File: src/rtl/walker_pkg.sv
// walker_pkg: constants and carriers of the queue schedule walker
// assumes: one 10 MHz clock, link words as 32-bit words in system memory
package walker_pkg;

  ////////////////////////////////////////////////////////////////////////////
  // link word layout
  localparam int LINK_T_BIT = 0;
  localparam int LINK_Q_BIT = 1;
  localparam int LINK_VF_BIT = 2;
  localparam int LINK_ADDR_LSB = 4;
  localparam logic [31:0] NEXT_WORD_OFS = 32'h0000_0004;

  ////////////////////////////////////////////////////////////////////////////
  // register map (byte addresses)
  localparam int AXI_AW = 8;
  localparam logic [7:0] CTRL_OFS = 8'h00;
  localparam logic [7:0] ENTRY_OFS = 8'h04;
  localparam logic [7:0] STATUS_OFS = 8'h08;
  localparam logic [7:0] ADV_CNT_OFS = 8'h0C;
  localparam logic [7:0] RETRY_CNT_OFS = 8'h10;
  localparam logic [7:0] FRAME_CNT_OFS = 8'h14;
  localparam int CTRL_EN_BIT = 0;
  localparam int STAT_BUSY_BIT = 0;
  localparam int STAT_QCTX_BIT = 1;
  localparam logic [31:0] CTRL_RST = 32'h0000_0000;
  localparam logic [31:0] ENTRY_RST = 32'h0000_0001;
  localparam logic [1:0] RESP_OKAY = 2'h0;
  localparam logic [1:0] RESP_SLVERR = 2'h2;

  ////////////////////////////////////////////////////////////////////////////
  // completion codes from the transaction engine
  localparam logic [1:0] CPL_DATA = 2'h0;
  localparam logic [1:0] CPL_NULL = 2'h1;
  localparam logic [1:0] CPL_ERROR = 2'h2;
  localparam logic [1:0] CPL_NAK = 2'h3;

  typedef struct packed {
    logic valid;
    logic write;
    logic [31:0] addr;
    logic [31:0] wdata;
  } mem_req_s;

  typedef struct packed {
    logic valid;
    logic [31:0] td_addr;
    logic [31:0] td_link;
  } exec_req_s;

endpackage

File: src/rtl/usb_queue_schedule_walker.sv
// usb_queue_schedule_walker: walks queue headers and transfer descriptors per frame
// assumes: memory answers each request with a one-cycle mem_ack, the transaction
// engine answers each exec request with a one-cycle exec_done and a completion code
`timescale 1ns/1ps

module usb_queue_schedule_walker
  import walker_pkg::*;
#(
  parameter int CNT_W = 16
) (
  input wire logic aclk,
  input wire logic aresetn,
  input wire logic [AXI_AW-1:0] s_axi_awaddr,
  input wire logic s_axi_awvalid,
  output logic s_axi_awready,
  input wire logic [31:0] s_axi_wdata,
  input wire logic [3:0] s_axi_wstrb,
  input wire logic s_axi_wvalid,
  output logic s_axi_wready,
  output logic [1:0] s_axi_bresp,
  output logic s_axi_bvalid,
  input wire logic s_axi_bready,
  input wire logic [AXI_AW-1:0] s_axi_araddr,
  input wire logic s_axi_arvalid,
  output logic s_axi_arready,
  output logic [31:0] s_axi_rdata,
  output logic [1:0] s_axi_rresp,
  output logic s_axi_rvalid,
  input wire logic s_axi_rready,
  input wire logic frame_start,
  output mem_req_s mem_req,
  input wire logic mem_ack,
  input wire logic [31:0] mem_rdata,
  output exec_req_s exec_req,
  input wire logic exec_done,
  input wire logic [1:0] exec_cpl,
  output logic frame_end
);

  // refuse counter widths that the 32-bit read word cannot carry
  if (CNT_W < 1 || CNT_W > 32) begin : g_cnt_w_check
    $error("CNT_W must lie between 1 and 32");
  end

  typedef enum {
    ST_IDLE,
    ST_DISPATCH,
    ST_RD_H,
    ST_RD_V,
    ST_QDECIDE,
    ST_RD_TD,
    ST_EXEC,
    ST_WB,
    ST_END
  } walk_e;

  ////////////////////////////////////////////////////////////////////////////
  // helpers

  function automatic logic [31:0] link_addr(input logic [31:0] link);
    link_addr = {link[31:LINK_ADDR_LSB], {LINK_ADDR_LSB{1'b0}}};
  endfunction

  function automatic logic [31:0] apply_strb(input logic [31:0] old_v,
                                             input logic [31:0] new_v,
                                             input logic [3:0] strb);
    logic [31:0] res;
    res = old_v;
    for (int i = 0; i < 4; i++) begin
      if (strb[i]) begin
        res[i*8 +: 8] = new_v[i*8 +: 8];
      end
    end
    apply_strb = res;
  endfunction

  ////////////////////////////////////////////////////////////////////////////
  // declarations

  walk_e state_ff;
  logic [31:0] cur_link_ff;
  logic [31:0] qh_addr_ff;
  logic [31:0] qh_h_ff;
  logic [31:0] qh_v_ff;
  logic [31:0] td_addr_ff;
  logic [31:0] td_link_ff;
  logic qctx_ff;
  logic [CNT_W-1:0] adv_cnt_ff;
  logic [CNT_W-1:0] retry_cnt_ff;
  logic [CNT_W-1:0] frame_cnt_ff;
  logic [31:0] ctrl_ff;
  logic [31:0] entry_ff;
  logic aw_hold_ff;
  logic w_hold_ff;
  logic [AXI_AW-1:0] awaddr_ff;
  logic [31:0] wdata_ff;
  logic [3:0] wstrb_ff;
  logic wr_fire;
  logic advance;
  logic [31:0] status_word;
  logic [31:0] rd_word;
  logic rd_hit;

  assign wr_fire = aw_hold_ff && w_hold_ff && !s_axi_bvalid;
  assign advance = (exec_cpl == CPL_DATA) || (exec_cpl == CPL_NULL);

  ////////////////////////////////////////////////////////////////////////////
  // schedule walker

  always_ff @(posedge aclk) begin
    if (!aresetn) begin
      state_ff <= ST_IDLE;
      cur_link_ff <= 32'h0000_0001;
      qh_addr_ff <= 32'h0000_0000;
      qh_h_ff <= 32'h0000_0001;
      qh_v_ff <= 32'h0000_0001;
      td_addr_ff <= 32'h0000_0000;
      td_link_ff <= 32'h0000_0001;
      qctx_ff <= 1'b0;
      mem_req <= '0;
      exec_req <= '0;
      frame_end <= 1'b0;
    end else begin
      frame_end <= 1'b0;
      case (state_ff)
        ST_IDLE: begin
          if (frame_start && ctrl_ff[CTRL_EN_BIT]) begin
            cur_link_ff <= entry_ff;
            qctx_ff <= 1'b0;
            state_ff <= ST_DISPATCH;
          end
        end
        ST_DISPATCH: begin
          if (cur_link_ff[LINK_T_BIT]) begin
            state_ff <= ST_END;
          end else if (cur_link_ff[LINK_Q_BIT]) begin
            qh_addr_ff <= link_addr(cur_link_ff);
            qctx_ff <= 1'b1;
            mem_req.valid <= 1'b1;
            mem_req.write <= 1'b0;
            mem_req.addr <= link_addr(cur_link_ff);
            state_ff <= ST_RD_H;
          end else begin
            td_addr_ff <= link_addr(cur_link_ff);
            mem_req.valid <= 1'b1;
            mem_req.write <= 1'b0;
            mem_req.addr <= link_addr(cur_link_ff);
            state_ff <= ST_RD_TD;
          end
        end
        ST_RD_H: begin
          if (mem_ack) begin
            qh_h_ff <= mem_rdata;
            mem_req.addr <= qh_addr_ff + NEXT_WORD_OFS;
            state_ff <= ST_RD_V;
          end
        end
        ST_RD_V: begin
          if (mem_ack) begin
            qh_v_ff <= mem_rdata;
            mem_req.valid <= 1'b0;
            state_ff <= ST_QDECIDE;
          end
        end
        ST_QDECIDE: begin
          if (qh_v_ff[LINK_T_BIT]) begin
            cur_link_ff <= qh_h_ff;
            state_ff <= ST_DISPATCH;
          end else if (qh_v_ff[LINK_Q_BIT]) begin
            cur_link_ff <= qh_v_ff;
            state_ff <= ST_DISPATCH;
          end else begin
            td_addr_ff <= link_addr(qh_v_ff);
            mem_req.valid <= 1'b1;
            mem_req.write <= 1'b0;
            mem_req.addr <= link_addr(qh_v_ff);
            state_ff <= ST_RD_TD;
          end
        end
        ST_RD_TD: begin
          if (mem_ack) begin
            td_link_ff <= mem_rdata;
            mem_req.valid <= 1'b0;
            exec_req.valid <= 1'b1;
            exec_req.td_addr <= td_addr_ff;
            exec_req.td_link <= mem_rdata;
            state_ff <= ST_EXEC;
          end
        end
        ST_EXEC: begin
          if (exec_done) begin
            exec_req.valid <= 1'b0;
            if (!qctx_ff) begin
              cur_link_ff <= td_link_ff;
              state_ff <= ST_DISPATCH;
            end else if (advance) begin
              qh_v_ff <= td_link_ff;
              mem_req.valid <= 1'b1;
              mem_req.write <= 1'b1;
              mem_req.addr <= qh_addr_ff + NEXT_WORD_OFS;
              mem_req.wdata <= td_link_ff;
              state_ff <= ST_WB;
            end else begin
              cur_link_ff <= qh_h_ff;
              state_ff <= ST_DISPATCH;
            end
          end
        end
        ST_WB: begin
          if (mem_ack) begin
            mem_req.valid <= 1'b0;
            mem_req.write <= 1'b0;
            if (td_link_ff[LINK_VF_BIT]) begin
              state_ff <= ST_QDECIDE;
            end else begin
              cur_link_ff <= qh_h_ff;
              state_ff <= ST_DISPATCH;
            end
          end
        end
        ST_END: begin
          frame_end <= 1'b1;
          qctx_ff <= 1'b0;
          state_ff <= ST_IDLE;
        end
        default: begin
          state_ff <= ST_IDLE;
        end
      endcase
    end
  end

  ////////////////////////////////////////////////////////////////////////////
  // statistics

  always_ff @(posedge aclk) begin
    if (!aresetn) begin
      adv_cnt_ff <= '0;
      retry_cnt_ff <= '0;
      frame_cnt_ff <= '0;
    end else begin
      if (state_ff == ST_EXEC && exec_done && qctx_ff) begin
        if (advance) begin
          adv_cnt_ff <= adv_cnt_ff + 1'b1;
        end else begin
          retry_cnt_ff <= retry_cnt_ff + 1'b1;
        end
      end
      if (state_ff == ST_END) begin
        frame_cnt_ff <= frame_cnt_ff + 1'b1;
      end
    end
  end

  ////////////////////////////////////////////////////////////////////////////
  // axi4-lite write channel

  always_ff @(posedge aclk) begin
    if (!aresetn) begin
      aw_hold_ff <= 1'b0;
      w_hold_ff <= 1'b0;
      awaddr_ff <= '0;
      wdata_ff <= 32'h0000_0000;
      wstrb_ff <= 4'h0;
      s_axi_awready <= 1'b0;
      s_axi_wready <= 1'b0;
      s_axi_bvalid <= 1'b0;
      s_axi_bresp <= RESP_OKAY;
    end else begin
      if (s_axi_awvalid && s_axi_awready) begin
        aw_hold_ff <= 1'b1;
        awaddr_ff <= s_axi_awaddr;
        s_axi_awready <= 1'b0;
      end else if (!aw_hold_ff && !s_axi_bvalid) begin
        s_axi_awready <= 1'b1;
      end
      if (s_axi_wvalid && s_axi_wready) begin
        w_hold_ff <= 1'b1;
        wdata_ff <= s_axi_wdata;
        wstrb_ff <= s_axi_wstrb;
        s_axi_wready <= 1'b0;
      end else if (!w_hold_ff && !s_axi_bvalid) begin
        s_axi_wready <= 1'b1;
      end
      if (wr_fire) begin
        aw_hold_ff <= 1'b0;
        w_hold_ff <= 1'b0;
        s_axi_bvalid <= 1'b1;
        if (awaddr_ff == CTRL_OFS || awaddr_ff == ENTRY_OFS) begin
          s_axi_bresp <= RESP_OKAY;
        end else begin
          s_axi_bresp <= RESP_SLVERR;
        end
      end else if (s_axi_bvalid && s_axi_bready) begin
        s_axi_bvalid <= 1'b0;
      end
    end
  end

  always_ff @(posedge aclk) begin
    if (!aresetn) begin
      ctrl_ff <= CTRL_RST;
      entry_ff <= ENTRY_RST;
    end else if (wr_fire) begin
      if (awaddr_ff == CTRL_OFS) begin
        ctrl_ff <= apply_strb(ctrl_ff, wdata_ff, wstrb_ff) & 32'h0000_0001;
      end
      if (awaddr_ff == ENTRY_OFS) begin
        entry_ff <= apply_strb(entry_ff, wdata_ff, wstrb_ff);
      end
    end
  end

  ////////////////////////////////////////////////////////////////////////////
  // axi4-lite read channel

  always_comb begin
    status_word = 32'h0000_0000;
    status_word[STAT_BUSY_BIT] = (state_ff != ST_IDLE);
    status_word[STAT_QCTX_BIT] = qctx_ff;
    rd_hit = 1'b1;
    case (s_axi_araddr)
      CTRL_OFS: rd_word = ctrl_ff;
      ENTRY_OFS: rd_word = entry_ff;
      STATUS_OFS: rd_word = status_word;
      ADV_CNT_OFS: rd_word = 32'(adv_cnt_ff);
      RETRY_CNT_OFS: rd_word = 32'(retry_cnt_ff);
      FRAME_CNT_OFS: rd_word = 32'(frame_cnt_ff);
      default: begin
        rd_word = 32'h0000_0000;
        rd_hit = 1'b0;
      end
    endcase
  end

  always_ff @(posedge aclk) begin
    if (!aresetn) begin
      s_axi_arready <= 1'b0;
      s_axi_rvalid <= 1'b0;
      s_axi_rdata <= 32'h0000_0000;
      s_axi_rresp <= RESP_OKAY;
    end else begin
      if (s_axi_arvalid && s_axi_arready) begin
        s_axi_arready <= 1'b0;
        s_axi_rvalid <= 1'b1;
        s_axi_rdata <= rd_word;
        s_axi_rresp <= rd_hit ? RESP_OKAY : RESP_SLVERR;
      end else if (s_axi_rvalid && s_axi_rready) begin
        s_axi_rvalid <= 1'b0;
        s_axi_arready <= 1'b1;
      end else if (!s_axi_rvalid) begin
        s_axi_arready <= 1'b1;
      end
    end
  end

endmodule

File: config.mk
export PLATFORM = sky130hd
export DESIGN_NAME = usb_queue_schedule_walker
export DESIGN_NICKNAME = d
export VERILOG_FILES = /design/src/rtl/walker_pkg.sv /design/src/rtl/usb_queue_schedule_walker.sv
export SDC_FILE = /design/constraint.sdc
export NUM_CORES = 1
export LEC_CHECK = 0
export BUFFER_PORTS_ARGS = -buffer_cell sky130_fd_sc_hd__buf_2
export CAP_MARGIN = 5
export CORE_UTILIZATION = 30
export CTS_BUF_LIST = sky130_fd_sc_hd__clkbuf_8
export DETAILED_ROUTE_END_ITERATION = 8
export PLACE_DENSITY = 0.49
export SLEW_MARGIN = 10
export SYNTH_ARGS = -nofsm -noshare
export SYNTH_HDL_FRONTEND = slang
export SYNTH_SLANG_ARGS = --single-unit
File: constraint.sdc
create_clock -name aclk -period 4.6 [get_ports aclk]
set_input_delay 0.92 -clock aclk [delete_from_list [all_inputs] [get_ports aclk]]
set_output_delay 0.92 -clock aclk [all_outputs]
set_load 0.02 [all_outputs]
Yosys cells after proc, flatten, opt, wreduce, memory -nomap -nowiden
Index checks and enable logic that the tools add are counted.

Flip-flop bits (word level): 521. Bits in latches: 0. Memory bits (writable): 0. Memory bits (read-only): 0. Bits of input ports: 96. Output and inout port bits: 173. Word-level logic and storage cells: 200. Memories: 0.

Add/subtract/negate cells: 4. Multiply operators: 0. Div/mod/pow operators: 0. Order comparisons: 0. Eq/ne operators: 35. Shift-type cells: 0. Mux-type cells: 63. Bitwise gates (word level): 3. Reductions and logical operators: 58.

Operators with widths (number): 2-to-1 mux 32 bit (26); case mux 32 bit (4 select lines) (2); case mux 32 bit (8 select lines) (1); 2-to-1 mux 66 bit (3); case mux 32 bit (6 select lines) (1); == test 32 x 3 -> 1 bit, second input constant (4); case mux 32 bit (2 select lines) (2); 2-to-1 mux 34 bit (3); 2-to-1 mux 65 bit (1); == test 32 x 2 -> 1 bit, second input constant (2); == test 32 x 4 -> 1 bit, second input constant (2); adder 16 x 1 -> 16 bit, second input constant (3); adder 32 x 3 -> 32 bit, second input constant (1); == test 32 x 1 -> 1 bit, second input constant (1); == test 32 x 5 -> 1 bit, second input constant (1); zero test 32 bit (1); nonzero test 32 bit (1); inequality test 2 bit, second input constant (14); AND reduction 3 bit (7); == test 8 x 3 -> 1 bit, second input constant (2); == test 8 x 4 -> 1 bit, second input constant (2); == test 8 x 5 -> 1 bit, second input constant (2); zero test 8 bit (2); AND reduction 8 bit (2); other kinds (27) (77).

Longest topological paths before layout
Gate-level depths: netlist of run 1.

Depth in word-level cells: 6. Gate-level depth with buffers: 9. Mapped depth without buffers: 5.

Worst setup path before layout of run 1
Ideal clock, no wire load.

Kind: input -> register. Start point: input port s_axi_araddr[7]. End point: register s_axi_rdata[15]. Data arrival time: 2.323 ns. Required time: 4.526 ns. Slack: 2.202 ns. Stages on the path: 5. Cell sequence: or3_1 a2111oi_0 nand4_1 clkbuf_1 o21ai_0.

Cells in the longest elaborated chain, start to end: 2.

Ends and longest elaborated chain: start, declared (line usb_queue_schedule_walker.sv:23) `input wire logic [AXI_AW-1:0] s_axi_araddr,`; == test 8 x 5 -> 1 bit, or another cell as far along (line usb_queue_schedule_walker.sv:322) `case (s_axi_araddr)`; case mux 32 bit (6 select lines) * (line usb_queue_schedule_walker.sv:322); end signal, assigned (line usb_queue_schedule_walker.sv:346) `s_axi_rdata <= rd_word;`; end, declared (line usb_queue_schedule_walker.sv:26) `output logic [31:0] s_axi_rdata,`.

Every way passes the cells marked *; elsewhere a longest branch is shown, timed or not. A chain may end at the register's enable or synchronous reset.

Final worst setup path of run 1
Start point: register state_ff[0]. End point: register cur_link_ff[22].

Cells in the longest elaborated chain, start to end: 3.

Ends and longest elaborated chain: start, declared (line usb_queue_schedule_walker.sv:80) `walk_e state_ff;`; start signal, assigned (line usb_queue_schedule_walker.sv:112) `state_ff <= ST_IDLE;`; start signal, assigned (line usb_queue_schedule_walker.sv:130) `state_ff <= ST_DISPATCH;`; start signal, assigned (line usb_queue_schedule_walker.sv:135) `state_ff <= ST_END;`; == test 32 x 3 -> 1 bit / zero test 32 bit (equally long branches) (line usb_queue_schedule_walker.sv:125) `case (state_ff)`; inequality test 3 bit (no source line), or another cell as far along; AND reduction 7 bit (no source line); end signal, assigned (line usb_queue_schedule_walker.sv:128) `cur_link_ff <= entry_ff;`; end signal, assigned (line usb_queue_schedule_walker.sv:167) `cur_link_ff <= qh_h_ff;`; end signal, assigned (line usb_queue_schedule_walker.sv:170) `cur_link_ff <= qh_v_ff;`; end, declared (line usb_queue_schedule_walker.sv:81) `logic [31:0] cur_link_ff;`.

Parallel ways exist; a longest one is shown, timed or not.

==> results of run 1 <==
[worst paths after layout]
kind | cells after the start | start | endpoint
worst max register to register | 6 | state_ff[0] | cur_link_ff[22]
worst max-delay path | 6 | state_ff[0] | cur_link_ff[22]
worst min-delay path | 2 | wdata_ff[23] | entry_ff[23]
worst min register to register | 2 | wdata_ff[23] | entry_ff[23]
[cell families (layout without fill, tap and decap cells)]
| logic type | count (synthesis) | count (layout) | synth area share, % |
|---|---|---|---|
| DFF | 443 | 443 | 45.9 |
| AOI/OAI and AO/OA | 662 | 662 | 22.3 |
| other | 1 | 13 | 0.0194 |
| buffers and inverters | 307 | 516 | 7.35 |
| adders and majority gates | 3 | 3 | 0.194 |
| muxes | 64 | 64 | 3.41 |
| and+or+nand+nor | 874 | 874 | 19.1 |
| xor gates and xnor gates | 38 | 38 | 1.72 |
[state kept, by name (all words and copies together), names as in the netlist, 2 cells and up]
| register | cells |
|---|---|
| mem_req | 63 |
| exec_req | 60 |
| entry_ff | 32 |
| s_axi_rdata | 32 |
| wdata_ff | 32 |
| cur_link_ff | 30 |
| qh_h_ff | 30 |
| qh_v_ff | 30 |
| qh_addr_ff | 28 |
| td_addr_ff | 28 |
| adv_cnt_ff | 16 |
| frame_cnt_ff | 16 |
| retry_cnt_ff | 16 |
| awaddr_ff | 8 |
| state_ff | 4 |
| wstrb_ff | 4 |
| td_link_ff | 2 |
[power by group]
part	internal (W)	total, W	switching, W
clock	0.00206	0.00379	0.00173
combinational	0.000171	0.000598	0.000427
sequential	0.00389	0.00394	0.0000563
[area by class of cell]
class,count,share of cell area (%)
antenna,4,0.0443
clock buffer,106,6.46
clock inverter,40,0.842
inverter,72,1.23
multi-input combinational,1650,40.3
sequential,443,39.3
tap,846,4.69
timing repair buffer,298,7.11
[metal layers]
layer / routed length, microns / up-vias / share of wire (%) / track usage, %
met5: 77 / - / 0.12 / 0
met2: 29400 / 591 / 44 / 30.5
met1: 31300 / 8472 / 47 / 27.4
li1: - / 8587 / - / -
met4: 1300 / 12 / 2.0 / 6.05
met3: 4620 / 93 / 6.9 / 4.27
[per-stage QoR]
stage	std cells	setup WS, ns
after floorplan	2400	2.20
after global placement	3309	1.34
after detailed placement	3309	1.28
after CTS	3455	1.25
after global routing	3457	0.953
final	3459	1.18
[cell usage in the layout (no fill, tap or decap), types with 5 or more instances in the layout]
master / Yosys / routed
and2_1: 8 / 8
clkinv_2: 0 / 8
a22oi_1: 15 / 15
a211o_1: 42 / 42
buf_4: 45 / 40
a221o_1: 14 / 14
a21oi_1: 275 / 274
nand2b_1: 5 / 5
a2bb2oi_1: 16 / 16
dfxtp_1: 443 / 442
nand4_1: 14 / 14
a311oi_1: 31 / 31
buf_2: 25 / 257
o211a_1: 29 / 29
o211ai_1: 29 / 29
nand3_1: 44 / 42
and4_1: 7 / 7
o21ai_1: 38 / 38
a222oi_1: 14 / 14
or3_1: 10 / 10
mux2_2: 15 / 15
o21ai_0: 89 / 89
mux2i_1: 49 / 49
nor3_1: 18 / 17
nor2b_1: 5 / 5
nor2_1: 137 / 135
xor2_1: 14 / 14
nor4_1: 8 / 6
conb_1: 1 / 9
o2111ai_1: 26 / 26
a31oi_1: 7 / 7
and3_1: 10 / 8
nand2_1: 585 / 583
clkbuf_8: 0 / 106
inv_1: 71 / 98
a22o_1: 19 / 19
xnor2_1: 24 / 24
[worst min-delay path, stage by stage (launching register included)]
cell and delay [ns]:
dfxtp_1 0.31, nand2_1 0.06, a21oi_1 0.05
==> impl_metrics.json, run 1 <==
{
  "die_area_sq_um": 65400,
  "gp_congestion": 0.844,
  "endpoint_kind": "register",
  "synth_cell_types": 72,
  "irDropWorstVdd_uv": 184,
  "p_leak_nw": 8.70,
  "critical_path_class": "register to register",
  "setup_tns_ns": 0,
  "crit_slowest_cell": "dfxtp_1",
  "ys_seq_elements": 443,
  "clock.fmax_mhz": 293,
  "r2r_slack_ns": 1.18,
  "vias": 17800,
  "clockRootBuffer": "clkbuf_8",
  "avgSynthCellArea_sq_um": 8.08,
  "finalSetupViolCount": 0,
  "cts_tree": "built",
  "core_area_sq_um": 63300,
  "cts_setup_buffers": 0,
  "syn_area_sq_um": 19300,
  "first_global_vias": 16800,
  "synth_area_leaders": "dfxtp_1 (46%), nand2_1 (11%), a21oi_1 (7.1%)",
  "drt-total-wl_microns": 66800,
  "place_area_sq_um": 20900,
  "antenna_found_initial": 11,
  "clock_sinks": 443,
  "yosysTopAreaCell": "dfxtp_1",
  "fp.dieH_microns": 256,
  "drtAntennaViolNets": 0,
  "yosys-top-cells-count": "nand2_1 (585), dfxtp_1 (443), a21oi_1 (275)",
  "hold_class": "register to register",
  "period_minus_slack_ns": 3.42,
  "die_w_microns": 256,
  "multi_input_area_sq_um": 9110,
  "viasPerCell": 5.13,
  "critPathArrivalTime_ns": 3.99,
  "clk_pin_slew_ns": 0.06,
  "ys_seq_area_share_pct": 45.9,
  "powerDensity_nw_per_um2": 369,
  "final-max-slew-violation-count": 0,
  "first_pass_iters": 6,
  "initial_core_util_pct": 30.5,
  "power_w": 0.00833,
  "rsz0062_at_grt": "false",
  "wl_per_cell_microns": 19.3,
  "post-synth-top-count-cell": "nand2_1",
  "max-slew-margin-rel_pct": 30.5,
  "fillerInstances": 6710,
  "crit_fanout": 26,
  "path_buf_inv": 1,
  "max_stage_delay_ns": 0.97,
  "ff_latch_area_sq_um": 8870,
  "drcViolationCount": 0,
  "status": "complete, no violations",
  "worstMarginPinSlew_ns": 1.04,
  "start_kind": "register",
  "grtUsageTotal_pct": 19.8,
  "fin_crit_sh_pct": 74.3,
  "cts_max_level": 3,
  "fin_util_pct": 35.7,
  "numCtsBuffers": 82,
  "clk_path_buf_depth": 3,
  "hold_viol_final": 0,
  "synth-edff-count": 0,
  "grt_start_max_net_pins": 126,
  "cap_violations": 0,
  "cp_cell_sequence": "and4bb_2 -> a32oi_1 -> nand4_1 -> buf_4 -> a211o_1 -> a21oi_1",
  "hold_slack_ns": 0.439,
  "rows": 92,
  "area_delta_synth_final_pct": 16.9,
  "synthArstFlopShare_pct": 0,
  "layout-drive-gt1-share_pct": 17.7,
  "io_pins": 269,
  "hpwl_microns": 45500,
  "final_area_sq_um": 22600,
  "grt_pass1_wl_microns": 102000,
  "grt-ovfl-total": 0,
  "ys.flop_type": "dfxtp_1",
  "final_nets": 2646,
  "cts_hold_buf": 0,
  "clk_latency_ns": 0.68,
  "required_ns": 5.17,
  "synth_cells": 2392,
  "drtIter0Drc": 1430,
  "place.port_buffers": 258,
  "cp_top_family": "simple AND/OR/NAND/NOR gates",
  "skew_ns": 0.0383,
  "yosys.area.top_type_share_pct": 45.9,
  "post_cts_resized": 0,
  "yosysWarnings": 0
}
No activity file was read; power rests on OpenSTA's default activity.
==> inputs of run 2 (changes only) <==
--- a/config.mk
+++ b/config.mk
@@ -10,7 +10,7 @@
 export CORE_UTILIZATION = 30
 export CTS_BUF_LIST = sky130_fd_sc_hd__clkbuf_8
 export DETAILED_ROUTE_END_ITERATION = 8
-export PLACE_DENSITY = 0.49
+export PLACE_DENSITY = 0.51
 export SLEW_MARGIN = 10
 export SYNTH_ARGS = -nofsm -noshare
 export SYNTH_HDL_FRONTEND = slang
==> constraint.sdc (replaced) <==
create_clock -name aclk -period 2.9 [get_ports aclk]
set_input_delay 0.58 -clock aclk [delete_from_list [all_inputs] [get_ports aclk]]
set_output_delay 0.58 -clock aclk [all_outputs]
set_load 0.02 [all_outputs]
==> run 2 against run 1 <==
Die area stayed put; critical endpoint is now adv_cnt_ff[3]; fmax increased by 33%; highest routed layer unchanged; clock-buffer cell count down 5; worst hold slack worse by 0.29 ns; global-route usage increased by 0.35 points; final cell count rose by 0.32%; largest cell class unchanged; sequential share of layout area is 0.34 points lower; worst setup slack got worse by 0.85 ns; clock power up 57%; sequential cell count is the same; total power up 58%.
==> impl_metrics.json, run 2 (same netlist as run 1, synthesis figures left out) <==
{
  "hold_class": "primary input to register",
  "reg_top3": "mem_req x63, exec_req x60",
  "endpoint_kind": "register",
  "clk_path_buf_depth": 3,
  "ff_latch_area_sq_um": 8870,
  "status": "complete, no violations",
  "clock.fmax_mhz": 390,
  "cap_violations": 0,
  "numCtsBuffers": 79,
  "die_w_microns": 256,
  "initial_core_util_pct": 30.5,
  "fin_util_pct": 36.0,
  "grtUsageTotal_pct": 20.1,
  "powerDensity_nw_per_um2": 579,
  "worstMarginPinSlew_ns": 0.743,
  "viasPerCell": 5.14,
  "rsz0062_at_grt": "false",
  "vias": 17800,
  "final_cell_mix": "nand2_1 (583), dfxtp_1 (442), a21oi_1 (274), buf_2 (257), nor2_1 (135)",
  "grt_pass1_wl_microns": 103000,
  "fin_crit_sh_pct": 88.4,
  "fp.dieH_microns": 256,
  "finalSetupViolCount": 0,
  "post_cts_resized": 0,
  "required_ns": 3.45,
  "period_minus_slack_ns": 2.56,
  "multi_input_area_sq_um": 9110,
  "max-slew-margin-rel_pct": 50.0,
  "cts_max_level": 3,
  "layout-drive-gt1-share_pct": 18.2,
  "core_area_sq_um": 63300,
  "gp_congestion": 0.875,
  "drt-total-wl_microns": 67200,
  "final_area_sq_um": 22800,
  "first_global_vias": 17000,
  "die_area_sq_um": 65400,
  "drcViolationCount": 0,
  "skew_ns": 0.0331,
  "final-max-slew-violation-count": 0,
  "largest_register_ffs": 63,
  "wl_per_cell_microns": 19.4,
  "critical_path_class": "register to register",
  "io_pins": 269,
  "top_register": "mem_req",
  "critPathArrivalTime_ns": 3.12,
  "grt_start_max_net_pins": 115,
  "hpwl_microns": 46200,
  "final_common_cell": "nand2_1",
  "clk_pin_slew_ns": 0.06,
  "first_pass_iters": 6,
  "irDropWorstVdd_uv": 336,
  "hold_viol_final": 0,
  "clock_sinks": 443,
  "antenna_found_initial": 13,
  "setup_tns_ns": 0,
  "place_area_sq_um": 21200,
  "grt-ovfl-total": 0,
  "crit_fanout": 33,
  "place.port_buffers": 258,
  "cts_setup_buffers": 0,
  "rows": 92,
  "drtAntennaViolNets": 0,
  "start_kind": "register",
  "area_delta_synth_final_pct": 17.9,
  "cts_tree": "built",
  "fillerInstances": 6631,
  "cts_hold_buf": 0,
  "clk_latency_ns": 0.68,
  "clockRootBuffer": "clkbuf_8",
  "p_leak_nw": 8.79,
  "drtIter0Drc": 1596,
  "final_nets": 2661
}
==> run 2: cell types whose count changed in the layout (fill, tap and decap cells not counted), sizes merged <==
cell,before,now
inv,101,98
bufinv,0,1
clkbuf,106,101
buf,298,316
==> run 2: through the flow <==
stage / hold slack, ns / setup slack, ns / cells / power, W
2_1_floorplan: 0.431 / 0.842 / 2400 / 0.00702
6_report: 0.145 / 0.335 / 3470 / 0.0132
5_1_grt: 0.124 / 0.121 / 3470 / 0.0138
3_3_place_gp: 0.438 / 0.279 / 3327 / 0.00735
3_5_place_dp: 0.440 / 0.275 / 3327 / 0.00738
4_1_cts: 0.0845 / 0.320 / 3466 / 0.0134
==> run 2: final cells by class <==
cell class | count | share of cell area, %
inverter | 72 | 1.22
antenna | 4 | 0.0439
multi-input combinational | 1650 | 40.0
sequential | 443 | 38.9
clock inverter | 38 | 0.928
tap | 846 | 4.65
clock buffer | 101 | 6.10
timing repair buffer | 316 | 8.14
==> run 2: layer usage <==
metal / GRT usage [%] / up-vias / wire [microns]
met2: 30.1 / 634 / 29100
li1: - / 8599 / -
met1: 27.9 / 8453 / 31100
met4: 7.67 / 14 / 1940
met3: 4.66 / 129 / 4950
met5: 0 / - / 83
==> run 2: path summary, 6_finish.rpt <==
check | startpoint | to | slack, ns | cells after the start
setup / recovery | state_ff[1] | adv_cnt_ff[3] | 0.34 | 8
hold reg to reg | wdata_ff[22] | entry_ff[22] | 0.44 | 2
hold / removal | s_axi_wdata[0] | wdata_ff[0] | 0.14 | 3
setup reg to reg | state_ff[1] | adv_cnt_ff[3] | 0.34 | 8
==> run 2: worst max-delay path: stages (launching register included) <==
cell and delay [ns]:
dfxtp_1 0.55, and4bb_2 0.30, buf_4 0.35, and3_2 0.42, buf_12 0.26, buf_12 0.21
nand4_1 0.13, xor2_1 0.17, nor2_1 0.05
==> run 2: power breakdown <==
| group | switching [W] | internal, W | leakage (nW) |
|---|---|---|---|
| clock network | 0.00272 | 0.00322 | 0.917 |
| registers | 0.0000669 | 0.00616 | 3.57 |
| logic | 0.000712 | 0.000303 | 4.30 |
==> inputs of run 3 (changes only) <==
--- a/config.mk
+++ b/config.mk
@@ -10,7 +10,7 @@
 export CORE_UTILIZATION = 30
 export CTS_BUF_LIST = sky130_fd_sc_hd__clkbuf_8
 export DETAILED_ROUTE_END_ITERATION = 8
-export PLACE_DENSITY = 0.51
+export PLACE_DENSITY = 0.52
 export SLEW_MARGIN = 10
 export SYNTH_ARGS = -nofsm -noshare
 export SYNTH_HDL_FRONTEND = slang
==> run 3 against run 2 <==
Non-clock buffer count shrank 2; highest routed layer unchanged; critical path type unchanged; largest cell class unchanged; fmax about the same; routed wire length is 0.70% lower; utilization hardly changed; sequential cell count did not move.
==> impl_metrics.json, run 3 (same netlist as run 1, synthesis figures left out) <==
{
  "max-slew-margin-rel_pct": 33.1,
  "status": "complete, no violations",
  "drt-total-wl_microns": 66800,
  "clockRootBuffer": "clkbuf_8",
  "numCtsBuffers": 81,
  "die_w_microns": 256,
  "reg_top3": "mem_req x63, exec_req x60",
  "finalSetupViolCount": 0,
  "clock.fmax_mhz": 390,
  "irDropWorstVdd_uv": 261,
  "clk_pin_slew_ns": 0.06,
  "rows": 92,
  "grtUsageTotal_pct": 20.0,
  "clk_path_buf_depth": 3,
  "min_from": "s_axi_wdata[0]",
  "powerDensity_nw_per_um2": 586,
  "grt_use_met3_pct": 4.74,
  "required_ns": 3.47,
  "worstMarginPinSlew_ns": 1.00,
  "p_clk_share_pct": 45.7,
  "antenna_found_initial": 9,
  "hold_slack_ns": 0.160,
  "post_cts_resized": 0,
  "fin_crit_sh_pct": 88.4,
  "gp_congestion": 0.880,
  "grt_start_max_net_pins": 138,
  "drcViolationCount": 0,
  "clock_sinks": 443,
  "combPwrFrac_pct": 7.7,
  "layout-drive-gt1-share_pct": 18.0,
  "largest_register_ffs": 63,
  "cts_max_level": 3,
  "hold_viol_final": 0,
  "core_area_sq_um": 63300,
  "crit_fanout": 68,
  "vias": 17800,
  "final_common_cell": "nand2_1",
  "hold_class": "primary input to register",
  "first_pass_iters": 6,
  "endpoint_kind": "register",
  "rsz0062_at_grt": "false",
  "drtAntennaViolNets": 0,
  "initial_core_util_pct": 30.5,
  "grt-ovfl-total": 0,
  "start_kind": "register",
  "critical_path_class": "register to register",
  "grt_pass1_wl_microns": 103000,
  "switching_power_w": 0.00343,
  "io_pins": 269,
  "place.port_buffers": 258,
  "r2r-start": "state_ff[3]",
  "p_sw_share_pct": 25.7,
  "skew_ns": 0.0285,
  "cts_hold_buf": 0,
  "wl_per_cell_microns": 19.2,
  "cap_violations": 0,
  "viasPerCell": 5.13,
  "p_int_w": 0.00993,
  "p_leak_nw": 8.81,
  "clk_latency_ns": 0.67,
  "die_area_sq_um": 65400,
  "critPathArrivalTime_ns": 3.14,
  "drtIter0Drc": 1409,
  "setup_tns_ns": 0,
  "pwr-share-seq_pct": 46.6,
  "area_delta_synth_final_pct": 18.0,
  "cts_setup_buffers": 0,
  "startpoint": "state_ff[3]",
  "fp.dieH_microns": 256,
  "top_usage_layer": "met2",
  "cts_tree": "built",
  "first_global_vias": 16900,
  "hpwl_microns": 45700,
  "final_nets": 2661,
  "top_register": "mem_req",
  "final-max-slew-violation-count": 0,
  "met1_usage_pct": 27.8,
  "use_met2_pct": 29.9,
  "final_cell_mix": "nand2_1 (583), dfxtp_1 (442), a21oi_1 (274), buf_2 (257), nor2_1 (135)",
  "period_minus_slack_ns": 2.56
}
run 3: changes by cell type in the layout (fill, tap and decap cells not counted):
| cell | delta |
|---|---|
| clkinv_8 | -1 |
| buf_12 | -2 |
| inv_8 | -1 |
| inv_6 | -1 |
| inv_1 | +6 |
| bufinv_16 | +2 |
| diode_2 | -2 |
| clkbuf_8 | +3 |
| clkinv_2 | -5 |
run 3: metrics by stage:
step                      power (W)  instances  worst slack [ns]  utilization (%)  area, sq um
after floorplan             0.00702       2400             0.842                -        19300
after global placement      0.00736       3325             0.313             33.4        21100
after detailed placement    0.00738       3325             0.252             33.4        21100
after CTS                    0.0136       3467             0.338             36.0        22800
after global routing         0.0139       3469             0.151             36.0        22800
final                        0.0134       3469             0.335             36.0        22800
run 3: layout make-up:
| cell class | count | area, sq um |
|---|---|---|
| multi-input combinational | 1650 | 9110 |
| clock buffer | 104 | 1430 |
| inverter | 72 | 278 |
| timing repair buffer | 314 | 1810 |
| antenna | 2 | 5.00 |
| sequential | 443 | 8870 |
| fill | 6709 | 40500 |
| clock inverter | 38 | 233 |
| tap | 846 | 1060 |
run 3: worst max-delay path, cell delays in order (launching register included):
cell,delay [ns]
dfxtp_1,0.38
or4b_2,0.71
buf_4,0.40
nor2_8,0.39
a222oi_1,0.12
a211o_1,0.32
a21oi_1,0.12
run 3: per-layer routing:
metal / vias up / part of all wire [%]
met3: 125 / 7.2
met2: 619 / 44
met4: 12 / 2.4
li1: 8590 / -
met1: 8439 / 47
met5: - / 0.10
run 3: power groups by stage:
stage | Combinational [W] | Clock, W | Sequential (W)
floorplan | 0.000659 | 0 | 0.00636
global placement | 0.00100 | 0 | 0.00636
detailed placement | 0.00102 | 0 | 0.00636
CTS | 0.00103 | 0.00631 | 0.00623
global route | 0.00112 | 0.00658 | 0.00624
finish | 0.00103 | 0.00610 | 0.00623
run 3: path summary, 6_finish.rpt:
| path | cells past startpoint | slack, ns | end |
|---|---|---|---|
| max | 6 | 0.34 | cur_link_ff[22] |
| min | 3 | 0.16 | wdata_ff[0] |
| max reg2reg | 6 | 0.34 | cur_link_ff[22] |
| min reg2reg | 2 | 0.44 | mem_req[41] |
